[config.mk]
export PLATFORM = sky130hd
export DESIGN_NAME = ptu_mode_io
export DESIGN_NICKNAME = d
export VERILOG_FILES = /design/src/hdl/ptu_pkg.sv /design/src/hdl/ptu_mode_io.sv /design/src/hdl/ptu_pin_func.sv
export SDC_FILE = /design/constraint.sdc
export NUM_CORES = 1
export LEC_CHECK = 0
export ABC_AREA = 1
export BUFFER_PORTS_ARGS = -buffer_cell sky130_fd_sc_hd__buf_4
export CORE_ASPECT_RATIO = 0.75
export CORE_MARGIN = 8
export CORE_UTILIZATION = 57
export CTS_CLUSTER_SIZE = 20
export DETAILED_ROUTE_END_ITERATION = 8
export PLACE_DENSITY = 0.85
export SYNTH_ARGS = -nofsm -noshare
export SYNTH_HDL_FRONTEND = slang
export SYNTH_SLANG_ARGS = --single-unit
[constraint.sdc]
create_clock -name aclk -period 3.23 [get_ports aclk]
set_input_delay 0.323 -clock aclk [delete_from_list [all_inputs] [get_ports aclk]]
set_output_delay 0.323 -clock aclk [all_outputs]
set_load 0.005 [all_outputs]
[src/hdl/ptu_pkg.sv]
package ptu_pkg;

    // Number of timer channels.
    localparam int unsigned PTU_NUM_CH = 3;

    // Byte addresses of the registers on the AXI4-Lite slave.
    localparam logic [5:0] PTU_OFF_CH0_MODE   = 6'h00;
    localparam logic [5:0] PTU_OFF_CH1_MODE   = 6'h04;
    localparam logic [5:0] PTU_OFF_CH2_MODE   = 6'h08;
    localparam logic [5:0] PTU_OFF_CH0_IO_HI  = 6'h0c;
    localparam logic [5:0] PTU_OFF_CH1_IO     = 6'h10;
    localparam logic [5:0] PTU_OFF_CH2_IO     = 6'h14;
    localparam logic [5:0] PTU_OFF_CH0_IO_LO  = 6'h18;
    localparam logic [5:0] PTU_OFF_START      = 6'h1c;
    localparam logic [5:0] PTU_OFF_STATUS     = 6'h20;

    // Reset values.
    localparam logic [7:0] PTU_MODE_RESET     = 8'hc0;
    localparam logic [7:0] PTU_IO_RESET       = 8'h00;

    // Mode register layout.
    localparam int unsigned PTU_MODE_PAIR_B   = 5;
    localparam int unsigned PTU_MODE_PAIR_A   = 4;
    localparam logic [7:0] PTU_MODE_FIXED_ONE = 8'hc0;
    localparam logic [7:0] PTU_MODE_WMASK_CH0 = 8'h3f;
    localparam logic [7:0] PTU_MODE_WMASK_CHN = 8'h0f;

    // Decoded operating mode, one-hot codes.
    typedef enum logic [7:0] {
        PTU_OPM_NORMAL   = 8'h01,
        PTU_OPM_RESERVED = 8'h02,
        PTU_OPM_PWM1     = 8'h04,
        PTU_OPM_PWM2     = 8'h08,
        PTU_OPM_PHASE1   = 8'h10,
        PTU_OPM_PHASE2   = 8'h20,
        PTU_OPM_PHASE3   = 8'h40,
        PTU_OPM_PHASE4   = 8'h80
    } ptu_opmode_t;

    // Pin function codes, 4 bits.
    localparam logic [3:0] PTU_IO_OFF0        = 4'h0;
    localparam logic [3:0] PTU_IO_OFF1        = 4'h4;
    localparam logic [3:0] PTU_IO_CAP_RISE    = 4'h8;
    localparam logic [3:0] PTU_IO_CAP_FALL    = 4'h9;

    // AXI responses.
    localparam logic [1:0] PTU_RESP_OKAY      = 2'h0;
    localparam logic [1:0] PTU_RESP_SLVERR    = 2'h2;

endpackage

[src/hdl/ptu_mode_io.sv]
// The AXI4-Lite register port and the register addresses are this design's own decisions.
`timescale 1ns/1ps
// Summary of operation
// - Mode registers reset to c0.
// - Mode bits 7,6 read one, software writes zero.
// - Channel 0 B pairing silences register D.
// - Channel 0 A pairing only drives pair_a_buffer_bit.
// - Channels 1,2 mode bits 5,4 read zero.
// - Mode field decodes normal, PWM, phase counting.
// - Four pin function registers reset to zero.
// - Buffer registers ignore their pin function.
// - Initial level driven while counter halted.
// - PWM mode 2 sets level at clear.
// - Codes 0xxx are compare output actions.
// - Codes 10xx capture on chosen pin edges.
// - Low register holds D high, C low.
module ptu_mode_io
    import ptu_pkg::*;
(
    input  wire logic        aclk,
    input  wire logic        aresetn,
    input  wire logic        clk_en,
    input  wire logic [5:0]  s_axi_awaddr,
    input  wire logic        s_axi_awvalid,
    output logic             s_axi_awready,
    input  wire logic [31:0] s_axi_wdata,
    input  wire logic [3:0]  s_axi_wstrb,
    input  wire logic        s_axi_wvalid,
    output logic             s_axi_wready,
    output logic [1:0]       s_axi_bresp,
    output logic             s_axi_bvalid,
    input  wire logic        s_axi_bready,
    input  wire logic [5:0]  s_axi_araddr,
    input  wire logic        s_axi_arvalid,
    output logic             s_axi_arready,
    output logic [31:0]      s_axi_rdata,
    output logic [1:0]       s_axi_rresp,
    output logic             s_axi_rvalid,
    input  wire logic        s_axi_rready,
    input  wire logic [3:0]  compare_match,
    input  wire logic [2:0]  counter_clear,
    input  wire logic [3:0]  capture_pin_in,
    output logic [3:0]       compare_pin_out,
    output logic [3:0]       compare_pin_oe,
    output logic [3:0]       capture_event,
    output logic [2:0]       counter_start_bit,
    output logic [2:0]       pwm2_active,
    output logic [2:0]       phase_count_active,
    output logic             pair_a_buffer_bit,
    output logic             pair_b_buffer_bit
);

    // Function slots 0..3 are register B of channels 0,1,2 and register D.
    localparam int unsigned NSLOT = 4;

    logic [7:0]  mode_q [PTU_NUM_CH];  // Writable mode bits; fixed bits added on read.
    logic [7:0]  io0h_q;               // Channel 0 high pin function register.
    logic [7:0]  io1_q;                // Channel 1 pin function register.
    logic [7:0]  io2_q;                // Channel 2 pin function register.
    logic [7:0]  io0l_q;               // Channel 0 low pin function register.
    logic [2:0]  start_q;              // Counter start bits, one per channel.
    ptu_opmode_t opmode [PTU_NUM_CH];  // Decoded mode per channel.

    logic        aw_held_q;            // Write address accepted and waiting.
    logic [5:0]  aw_addr_q;            // Captured write address.
    logic        w_held_q;             // Write data accepted and waiting.
    logic [31:0] w_data_q;             // Captured write data.
    logic [3:0]  w_strb_q;             // Captured write strobes.
    logic        bvalid_q;             // Write response pending.
    logic [1:0]  bresp_q;              // Write response code.
    logic        rvalid_q;             // Read response pending.
    logic [31:0] rdata_q;              // Read data.
    logic [1:0]  rresp_q;              // Read response code.
    logic        wr_fire;              // Both halves of a write are in hand.
    logic        wr_hit;               // Write address is mapped.
    logic [31:0] rd_word;              // Read mux output.
    logic        rd_hit;               // Read address is mapped.

    logic [3:0]  slot_func  [NSLOT];   // Pin function code per slot.
    logic [NSLOT-1:0] slot_buf;        // Slot register is used as a buffer.
    logic [NSLOT-1:0] slot_run;        // Owning channel's counter runs.
    logic [NSLOT-1:0] slot_clr;        // Owning channel's counter clear.
    logic [NSLOT-1:0] slot_pwm2;       // Owning channel is in PWM mode 2.

    // The slave takes address and data in either order and holds each
    // until the other arrives, so a single write is in flight at a time.
    assign s_axi_awready = !aw_held_q && !bvalid_q;
    assign s_axi_wready  = !w_held_q && !bvalid_q;
    assign s_axi_arready = !rvalid_q;
    assign s_axi_bvalid  = bvalid_q;
    assign s_axi_bresp   = bresp_q;
    assign s_axi_rvalid  = rvalid_q;
    assign s_axi_rdata   = rdata_q;
    assign s_axi_rresp   = rresp_q;
    assign wr_fire       = aw_held_q && w_held_q && !bvalid_q;

    // Write address capture.
    always_ff @(posedge aclk) begin
        if (!aresetn) begin
            aw_held_q <= 1'b0;
            aw_addr_q <= 6'h00;
        end else if (clk_en) begin
            if (s_axi_awvalid && s_axi_awready) begin
                aw_held_q <= 1'b1;
                aw_addr_q <= s_axi_awaddr;
            end else if (wr_fire) begin
                aw_held_q <= 1'b0;
            end
        end
    end

    // Write data capture.
    always_ff @(posedge aclk) begin
        if (!aresetn) begin
            w_held_q <= 1'b0;
            w_data_q <= 32'h0000_0000;
            w_strb_q <= 4'h0;
        end else if (clk_en) begin
            if (s_axi_wvalid && s_axi_wready) begin
                w_held_q <= 1'b1;
                w_data_q <= s_axi_wdata;
                w_strb_q <= s_axi_wstrb;
            end else if (wr_fire) begin
                w_held_q <= 1'b0;
            end
        end
    end

    // Address decode for writes; the status word is read only.
    always_comb begin
        case (aw_addr_q)
            PTU_OFF_CH0_MODE, PTU_OFF_CH1_MODE, PTU_OFF_CH2_MODE,
            PTU_OFF_CH0_IO_HI, PTU_OFF_CH1_IO, PTU_OFF_CH2_IO,
            PTU_OFF_CH0_IO_LO, PTU_OFF_START: wr_hit = 1'b1;
            default:                          wr_hit = 1'b0;
        endcase
    end

    // Write response one cycle after both halves are held.
    always_ff @(posedge aclk) begin
        if (!aresetn) begin
            bvalid_q <= 1'b0;
            bresp_q  <= PTU_RESP_OKAY;
        end else if (clk_en) begin
            if (wr_fire) begin
                bvalid_q <= 1'b1;
                bresp_q  <= wr_hit ? PTU_RESP_OKAY : PTU_RESP_SLVERR;
            end else if (s_axi_bready) begin
                bvalid_q <= 1'b0;
            end
        end
    end

    // Mode registers; only lane 0 carries data. Unwritable bits are masked
    // off so a read always reflects the fixed values, not stray writes.
    always_ff @(posedge aclk) begin
        if (!aresetn) begin
            for (int i = 0; i < PTU_NUM_CH; i++) begin
                mode_q[i] <= PTU_MODE_RESET & PTU_MODE_WMASK_CH0;
            end
        end else if (clk_en && wr_fire && w_strb_q[0]) begin
            if (aw_addr_q == PTU_OFF_CH0_MODE) begin
                mode_q[0] <= w_data_q[7:0] & PTU_MODE_WMASK_CH0;
            end
            if (aw_addr_q == PTU_OFF_CH1_MODE) begin
                mode_q[1] <= w_data_q[7:0] & PTU_MODE_WMASK_CHN;
            end
            if (aw_addr_q == PTU_OFF_CH2_MODE) begin
                mode_q[2] <= w_data_q[7:0] & PTU_MODE_WMASK_CHN;
            end
        end
    end

    // Pin function registers, all cleared to output disabled.
    always_ff @(posedge aclk) begin
        if (!aresetn) begin
            io0h_q <= PTU_IO_RESET;
            io1_q  <= PTU_IO_RESET;
            io2_q  <= PTU_IO_RESET;
            io0l_q <= PTU_IO_RESET;
        end else if (clk_en && wr_fire && w_strb_q[0]) begin
            if (aw_addr_q == PTU_OFF_CH0_IO_HI) begin
                io0h_q <= w_data_q[7:0];
            end
            if (aw_addr_q == PTU_OFF_CH1_IO) begin
                io1_q <= w_data_q[7:0];
            end
            if (aw_addr_q == PTU_OFF_CH2_IO) begin
                io2_q <= w_data_q[7:0];
            end
            if (aw_addr_q == PTU_OFF_CH0_IO_LO) begin
                io0l_q <= w_data_q[7:0];
            end
        end
    end

    // Counter start bits; they gate initial-level output while clear.
    always_ff @(posedge aclk) begin
        if (!aresetn) begin
            start_q <= 3'h0;
        end else if (clk_en && wr_fire && w_strb_q[0] && aw_addr_q == PTU_OFF_START) begin
            start_q <= w_data_q[2:0];
        end
    end

    // Mode decode, one channel at a time and independently.
    generate
        for (genvar c = 0; c < PTU_NUM_CH; c++) begin : g_mode
            always_comb begin
                case (mode_q[c][2:0])
                    3'b000:  opmode[c] = PTU_OPM_NORMAL;
                    3'b001:  opmode[c] = PTU_OPM_RESERVED;
                    3'b010:  opmode[c] = PTU_OPM_PWM1;
                    3'b011:  opmode[c] = PTU_OPM_PWM2;
                    3'b100:  opmode[c] = PTU_OPM_PHASE1;
                    3'b101:  opmode[c] = PTU_OPM_PHASE2;
                    3'b110:  opmode[c] = PTU_OPM_PHASE3;
                    default: opmode[c] = PTU_OPM_PHASE4;
                endcase
            end
            assign pwm2_active[c]        = (opmode[c] == PTU_OPM_PWM2);
            assign phase_count_active[c] = mode_q[c][2];
        end
    endgenerate

    assign pair_a_buffer_bit = mode_q[0][PTU_MODE_PAIR_A];
    assign pair_b_buffer_bit = mode_q[0][PTU_MODE_PAIR_B];
    assign counter_start_bit = start_q;

    // Slot mapping: B of each channel from bits 7..4, D from channel 0 low.
    assign slot_func[0] = io0h_q[7:4];
    assign slot_func[1] = io1_q[7:4];
    assign slot_func[2] = io2_q[7:4];
    assign slot_func[3] = io0l_q[7:4];
    assign slot_buf     = {pair_b_buffer_bit, 3'b000};
    assign slot_run     = {start_q[0], start_q};
    assign slot_clr     = {counter_clear[0], counter_clear};
    assign slot_pwm2    = {pwm2_active[0], pwm2_active};

    // One pin function unit per general register slot.
    generate
        for (genvar s = 0; s < NSLOT; s++) begin : g_slot
            ptu_pin_func u_func (
                .aclk          (aclk),
                .aresetn       (aresetn),
                .clk_en        (clk_en),
                .func          (slot_func[s]),
                .as_buffer     (slot_buf[s]),
                .running       (slot_run[s]),
                .compare_match (compare_match[s]),
                .counter_clear (slot_clr[s]),
                .pwm2          (slot_pwm2[s]),
                .pin_in        (capture_pin_in[s]),
                .pin_out       (compare_pin_out[s]),
                .pin_oe        (compare_pin_oe[s]),
                .capture       (capture_event[s])
            );
        end
    endgenerate

    // Read mux: mode reads add the fixed one bits.
    always_comb begin
        rd_hit  = 1'b1;
        rd_word = 32'h0000_0000;
        case (s_axi_araddr)
            PTU_OFF_CH0_MODE:  rd_word[7:0] = mode_q[0] | PTU_MODE_FIXED_ONE;
            PTU_OFF_CH1_MODE:  rd_word[7:0] = mode_q[1] | PTU_MODE_FIXED_ONE;
            PTU_OFF_CH2_MODE:  rd_word[7:0] = mode_q[2] | PTU_MODE_FIXED_ONE;
            PTU_OFF_CH0_IO_HI: rd_word[7:0] = io0h_q;
            PTU_OFF_CH1_IO:    rd_word[7:0] = io1_q;
            PTU_OFF_CH2_IO:    rd_word[7:0] = io2_q;
            PTU_OFF_CH0_IO_LO: rd_word[7:0] = io0l_q;
            PTU_OFF_START:     rd_word[2:0] = start_q;
            PTU_OFF_STATUS:    rd_word[7:0] = {compare_pin_oe, compare_pin_out};
            default:           rd_hit = 1'b0;
        endcase
    end

    // Read response one cycle after the address is taken.
    always_ff @(posedge aclk) begin
        if (!aresetn) begin
            rvalid_q <= 1'b0;
            rdata_q  <= 32'h0000_0000;
            rresp_q  <= PTU_RESP_OKAY;
        end else if (clk_en) begin
            if (s_axi_arvalid && s_axi_arready) begin
                rvalid_q <= 1'b1;
                rdata_q  <= rd_word;
                rresp_q  <= rd_hit ? PTU_RESP_OKAY : PTU_RESP_SLVERR;
            end else if (s_axi_rready) begin
                rvalid_q <= 1'b0;
            end
        end
    end

    // Channel 1 mode reads show bits 7,6 as one and bits 5,4 as zero.
    property p_mode_fixed;
        @(posedge aclk) disable iff (!aresetn)
        (s_axi_arvalid && s_axi_arready && clk_en && s_axi_araddr == PTU_OFF_CH1_MODE)
            |=> (rdata_q[7:4] == 4'hc);
    endproperty
    a_mode_fixed: assert property (p_mode_fixed)
        else $error("Channel 1 mode read shows wrong fixed bits.");

    // Channel 0 mode reads back c0 after reset until written.
    property p_mode_reset;
        @(posedge aclk)
        !aresetn |=> (mode_q[0] | PTU_MODE_FIXED_ONE) == PTU_MODE_RESET;
    endproperty
    a_mode_reset: assert property (p_mode_reset)
        else $error("Mode register reset value wrong.");

    // Buffered register D never captures, and its registered enable drops one edge later.
    property p_d_silent;
        @(posedge aclk) disable iff (!aresetn)
        (pair_b_buffer_bit && clk_en) |-> !capture_event[3] ##1 !compare_pin_oe[3];
    endproperty
    a_d_silent: assert property (p_d_silent)
        else $error("Buffered register D produced an event.");

    // A halted enabled output settles to the initial level.
    property p_init_level;
        @(posedge aclk) disable iff (!aresetn)
        (clk_en && !start_q[1] && io1_q[7:4] == 4'h5) |=> compare_pin_out[1];
    endproperty
    a_init_level: assert property (p_init_level)
        else $error("Initial output level not driven while halted.");

    // Disabled codes never enable the pin.
    property p_off_codes;
        @(posedge aclk) disable iff (!aresetn)
        (clk_en && (io2_q[7:4] == PTU_IO_OFF0 || io2_q[7:4] == PTU_IO_OFF1))
            |=> !compare_pin_oe[2];
    endproperty
    a_off_codes: assert property (p_off_codes)
        else $error("Disabled function code drove the pin.");

    // Every write is answered one cycle after both halves are held.
    property p_wr_answer;
        @(posedge aclk) disable iff (!aresetn)
        (wr_fire && clk_en) |=> bvalid_q;
    endproperty
    a_wr_answer: assert property (p_wr_answer)
        else $error("Write response missing.");

    // Capture mode never enables the output.
    property p_cap_no_oe;
        @(posedge aclk) disable iff (!aresetn)
        (clk_en && io0h_q[7]) |=> !compare_pin_oe[0];
    endproperty
    a_cap_no_oe: assert property (p_cap_no_oe)
        else $error("Capture function enabled the output.");

    // PWM mode 2 flag follows the mode field decode.
    property p_pwm2;
        @(posedge aclk) disable iff (!aresetn)
        pwm2_active[2] |-> (mode_q[2][2:0] == 3'b011);
    endproperty
    a_pwm2: assert property (p_pwm2)
        else $error("PWM mode 2 decode wrong.");

endmodule // ptu_mode_io

[src/hdl/ptu_pin_func.sv]
`timescale 1ns/1ps
// One general register's pin function: compare output or input capture.
module ptu_pin_func
    import ptu_pkg::*;
(
    input  wire logic       aclk,
    input  wire logic       aresetn,
    input  wire logic       clk_en,
    input  wire logic [3:0] func,
    input  wire logic       as_buffer,
    input  wire logic       running,
    input  wire logic       compare_match,
    input  wire logic       counter_clear,
    input  wire logic       pwm2,
    input  wire logic       pin_in,
    output logic            pin_out,
    output logic            pin_oe,
    output logic            capture
);

    logic       init_level;   // Level taken while the counter is halted.
    logic       out_en;       // Compare codes other than the two off codes.
    logic       cap_mode;     // Codes 1000 to 1011.
    logic       sync1_q;      // First synchroniser stage, read only by sync2_q.
    logic       sync2_q;      // Second stage.
    logic       sync3_q;      // Third stage.
    logic       rise;         // Second stage high while third stage still low.
    logic       fall;         // Second stage low while third stage still high.

    assign init_level = func[2];
    assign out_en     = !func[3] && (func[1:0] != 2'b00) && !as_buffer;
    assign cap_mode   = (func[3:2] == 2'b10) && !as_buffer;

    // Three-stage synchroniser for the capture pin.
    always_ff @(posedge aclk) begin
        if (!aresetn) begin
            sync1_q <= 1'b0;
            sync2_q <= 1'b0;
            sync3_q <= 1'b0;
        end else if (clk_en) begin
            sync1_q <= pin_in;
            sync2_q <= sync1_q;
            sync3_q <= sync2_q;
        end
    end

    assign rise = sync2_q && !sync3_q;
    assign fall = !sync2_q && sync3_q;

    // Capture strobe: rising, falling or both edges by the low code bits.
    always_comb begin
        capture = 1'b0;
        if (cap_mode && clk_en) begin
            case (func[1:0])
                2'b00:   capture = rise;
                2'b01:   capture = fall;
                default: capture = rise || fall;
            endcase
        end
    end

    // Output level: initial level while halted, match action while running.
    always_ff @(posedge aclk) begin
        if (!aresetn) begin
            pin_out <= 1'b0;
        end else if (clk_en) begin
            if (!out_en) begin
                pin_out <= pin_out;
            end else if (!running) begin
                pin_out <= init_level;
            end else if (pwm2 && counter_clear) begin
                pin_out <= init_level;
            end else if (compare_match) begin
                case (func[1:0])
                    2'b01:   pin_out <= 1'b0;
                    2'b10:   pin_out <= 1'b1;
                    default: pin_out <= !pin_out;
                endcase
            end
        end
    end

    // Pin enable follows the registered function setting.
    always_ff @(posedge aclk) begin
        if (!aresetn) begin
            pin_oe <= 1'b0;
        end else if (clk_en) begin
            pin_oe <= out_en;
        end
    end

endmodule // ptu_pin_func

==> results.md <==
- Cell-by-cell trace of the critical path: inv_1 > ha_1 > nor3_1 > a221oi_1 > nor4_1 > buf_4
- Number of max-slew violations in the final report: 0
- Most used standard cells in the synthesized netlist: nand2_1 (86), dfxtp_1 (85), a21oi_1 (77)
- # resized after CTS: 0
- Hold Violations, Final: 0
- Via count: 4541
- Largest incremental delay on the critical path: 370 ps
- Category of the worst setup path capture point: output port
- Share of synthesized area occupied by flip-flops and latches: 41.2%
- Starting utilization of the core area: 57.9%
- Reported leakage power: between 2 and 3 nW
- DP HPWL: 9740 um
- Number of search-and-repair iterations in the first detailed-routing pass: 5
- Chip height: 98.3 um
- CTS clk-pin slew, worst paths: 70 ps
- Power density over the cells: 454 nW/um^2
- Adder-cell share of the synthesized area: 4.86%
- Number of H-tree levels: 3
- Post-route DRC violation count: 0
- Input/output buffers: between 70 and 80
- Total GRT Usage: 21.0%
- End of the worst register-to-register path: mode_q[0][12]
- TritonCTS Sinks: 99
- Synthesized instance count: around 670
- Area of all placed cells without fillers: a little under 6000 um^2
- Number of antenna-violating nets in the routed design: 0
- Class of the worst hold path: in2reg
- Global routing usage on met3: approximately 7.6%
- Crit path capture: capture_event[1]
- Launch point of the critical path: io1_q[4]
- Synthesized area per cell: 7.74 um^2
- CTS max path bufs: 2
- Per-cell routed wire length: 15.8 um
- Initial antenna violation count: 0
- Combined flip-flop and latch cell area: 2120 um^2
- Share of the synthesized area in the top cell type: approximately 33%
- Met1 Track Usage GR: 27.2%
- Cell area after technology mapping: 5150 um^2
- Final nets: 798
- Unique masters post-synth: 37
- Largest family of logic cells by synthesized area: simple AND/OR/NAND/NOR gates
- Source-to-sink clock delay at the later pin of the worst-skew pair: between 300 and 400 ps
- Hold_buf cts: 0
- Required time of the critical path: 2910 ps
- Maximum operating frequency: 483 MHz
- Root cell of the clock tree: clkbuf_16
- Reg-to-reg slack, setup: 1340 ps
- Placed standard-cell area: approximately 5500 um^2
- Worst slew margin relative to its limit: 55.9%
- Violation count after the first detailed-route iteration: 454
- Setup CP Type: reg2out
- Share of the synthesized area in compound gates (AO/OA/AOI/OAI): 17.4%
- FP Rows: 30
- Via count normalized by instance count: 5.48
- Chip Width: ~130 um
- Total inserted antenna cells: 0
- Startpoint class of the critical path: flip-flop
- Pin count of the biggest net entering global routing: 74
- CTS tree: yes
- Worst-margin pin slew: 660 ps
- #FFs+latches synth: 99
- Top post-synthesis cells by area: dfxtp_1 (33%), edfxtp_1 (8.2%), a21oi_1 (7.5%)
- Layout-stage area growth over the synthesis result: 13.0%
- Most common cell in the synthesized netlist: nand2_1
- Routed WL: 13100 um
- Xor and xnor area share after synthesis: 0%
- CP max stage cell: dfxtp_1
- Most Used Layer, Global Route: met2
- Number of buffers added by the clock tree synthesis step: 9
- Total area of multi-input combinational cells: approximately 2400 um^2
- Final cycle utilization of the critical path: 64.1%
- Crit path DAT: 1750 ps
- Cell accounting for the most synthesized area: dfxtp_1
- Clock tree skew after final layout: ~8.6 ps
- Yosys warning count: 0
- Global-route wire length before repair: 21400 um
- Final weighted congestion in routability-driven placement: 0.919
- Buffers inserted during post-CTS setup optimization: 0
- Die footprint: about 12000 um^2
- Finish-stage setup viols: 0
- Count of flip-flops with a built-in enable after synthesis: 14
- Run status: finished, final reports clean
- Met2 track utilization from global routing: roughly a third
- Via count of the first global-routing pass: roughly 4300
- Mux share of post-synthesis cell area: 0%
- Share of cells above drive strength 1: 17.7%
- Setup Total Neg Slack: 0 ps
- Flip-flop cell with the highest count after synthesis: dfxtp_1
- Ports placed on the boundary: 131
- Max Cap Viol: 0
- Fill cell total of the finished layout: 722
- Proportion of synthesized flip-flops having asynchronous set or reset: 0%
- Clock period minus worst slack: between 2000 and 2500 ps
- Unrepaired setup endpoints after global routing: false
- Number of cells on the worst reg-to-reg path: 5
- Simple-gate portion of the synthesized area: 22.0%
- Highest fanout seen on the critical path: 3
- Grt ovf: 0
- Placeable core region: a little under 9000 um^2
- Worst VDD drop: roughly 0.25 mV
- R2r startpoint: aw_addr_q[0]
## metal layers
metal	vias to the layer above	routed length [um]
met5	-	0
met4	0	176
met3	20	1370
met2	218	5670
met1	2065	5860
li1	2238	-
## power by group
group          total, W  internal (W)  switching, W
sequential      0.00131       0.00128     0.0000266
clock           0.00110      0.000611      0.000491
combinational  0.000233     0.0000821      0.000151
total           0.00264       0.00198      0.000668
## placed cells by master, fill, tap and decap left out, drive strengths merged, types with 8 or more instances in the layout
| cell type | n |
|---|---|
| a21oi | 79 |
| inv | 72 |
| dfxtp | 85 |
| o21ai | 84 |
| nor3 | 8 |
| nand2 | 92 |
| ha | 20 |
| edfxtp | 14 |
| nand3 | 23 |
| nand4 | 21 |
| clkbuf | 10 |
| conb | 26 |
| buf | 77 |
| nor2 | 81 |
## stage by stage
step | std cells | utilization, % | total power (W) | hold slack (ps) | worst slack [ps]
global route | 828 | 65.4 | 0.00273 | 214 | 1070
finish | 828 | 65.4 | 0.00264 | 203 | 1160
floorplan | 690 | - | 0.00150 | 401 | 1610
detailed placement | 812 | 62.0 | 0.00156 | 421 | 1030
CTS | 828 | 65.4 | 0.00264 | 206 | 1160
global placement | 812 | 62.0 | 0.00156 | 412 | 1100
## worst min path at each step
stage,start,endpoint,cells after the start
6_report,capture_pin_in[1],g_slot[1].u_func.sync1_q,3
5_1_grt,capture_pin_in[3],g_slot[3].u_func.sync1_q,3
4_1_cts,capture_pin_in[2],g_slot[2].u_func.sync1_q,3
3_5_place_dp,flip-flop,s_axi_bresp[1],1
3_3_place_gp,flip-flop,s_axi_bresp[1],1
2_1_floorplan,flip-flop,s_axi_bresp[1],1
## critical path: cells and delay by family (launching register included)
kind / cells / cell delay (ps)
AOI/OAI and AO/OA: 1 / 80
adders and majority gates: 1 / 240
buffers and inverters: 2 / 280
DFF: 1 / 370
and+or+nand+nor: 2 / 440
## layout make-up
class                      count  share of cell area, %
clock buffer                  10                   3.94
inverter                      75                   5.03
multi-input combinational    449                   40.9
timing repair buffer          77                   9.94
clock inverter                 6                   1.27
sequential                    99                   36.5
tap                          112                   2.41
## flip-flops by register name, indices dropped and copies added, names as in the netlist, 4 cells and up, named ones only
| name | count |
|---|---|
| aw_addr_q | 6 |
| io0l_q | 8 |
| io1_q | 8 |
| io2_q | 8 |
| g_slot.u_func.pin_out | 4 |
| g_slot.u_func.sync1_q | 4 |
| w_data_q | 8 |
| g_slot.u_func.sync3_q | 4 |
| g_slot.u_func.sync2_q | 4 |
| g_slot.u_func.pin_oe | 4 |
| s_axi_rdata | 8 |
| mode_q | 14 |
| io0h_q | 8 |
## logic make-up after synthesis
group                      after synthesis
DFF                                     99
other                                    1
buffers and inverters                  142
AOI/OAI and AO/OA                      173
adders and majority gates               20
and+or+nand+nor                        230
(Power assumes the default switching activity.)
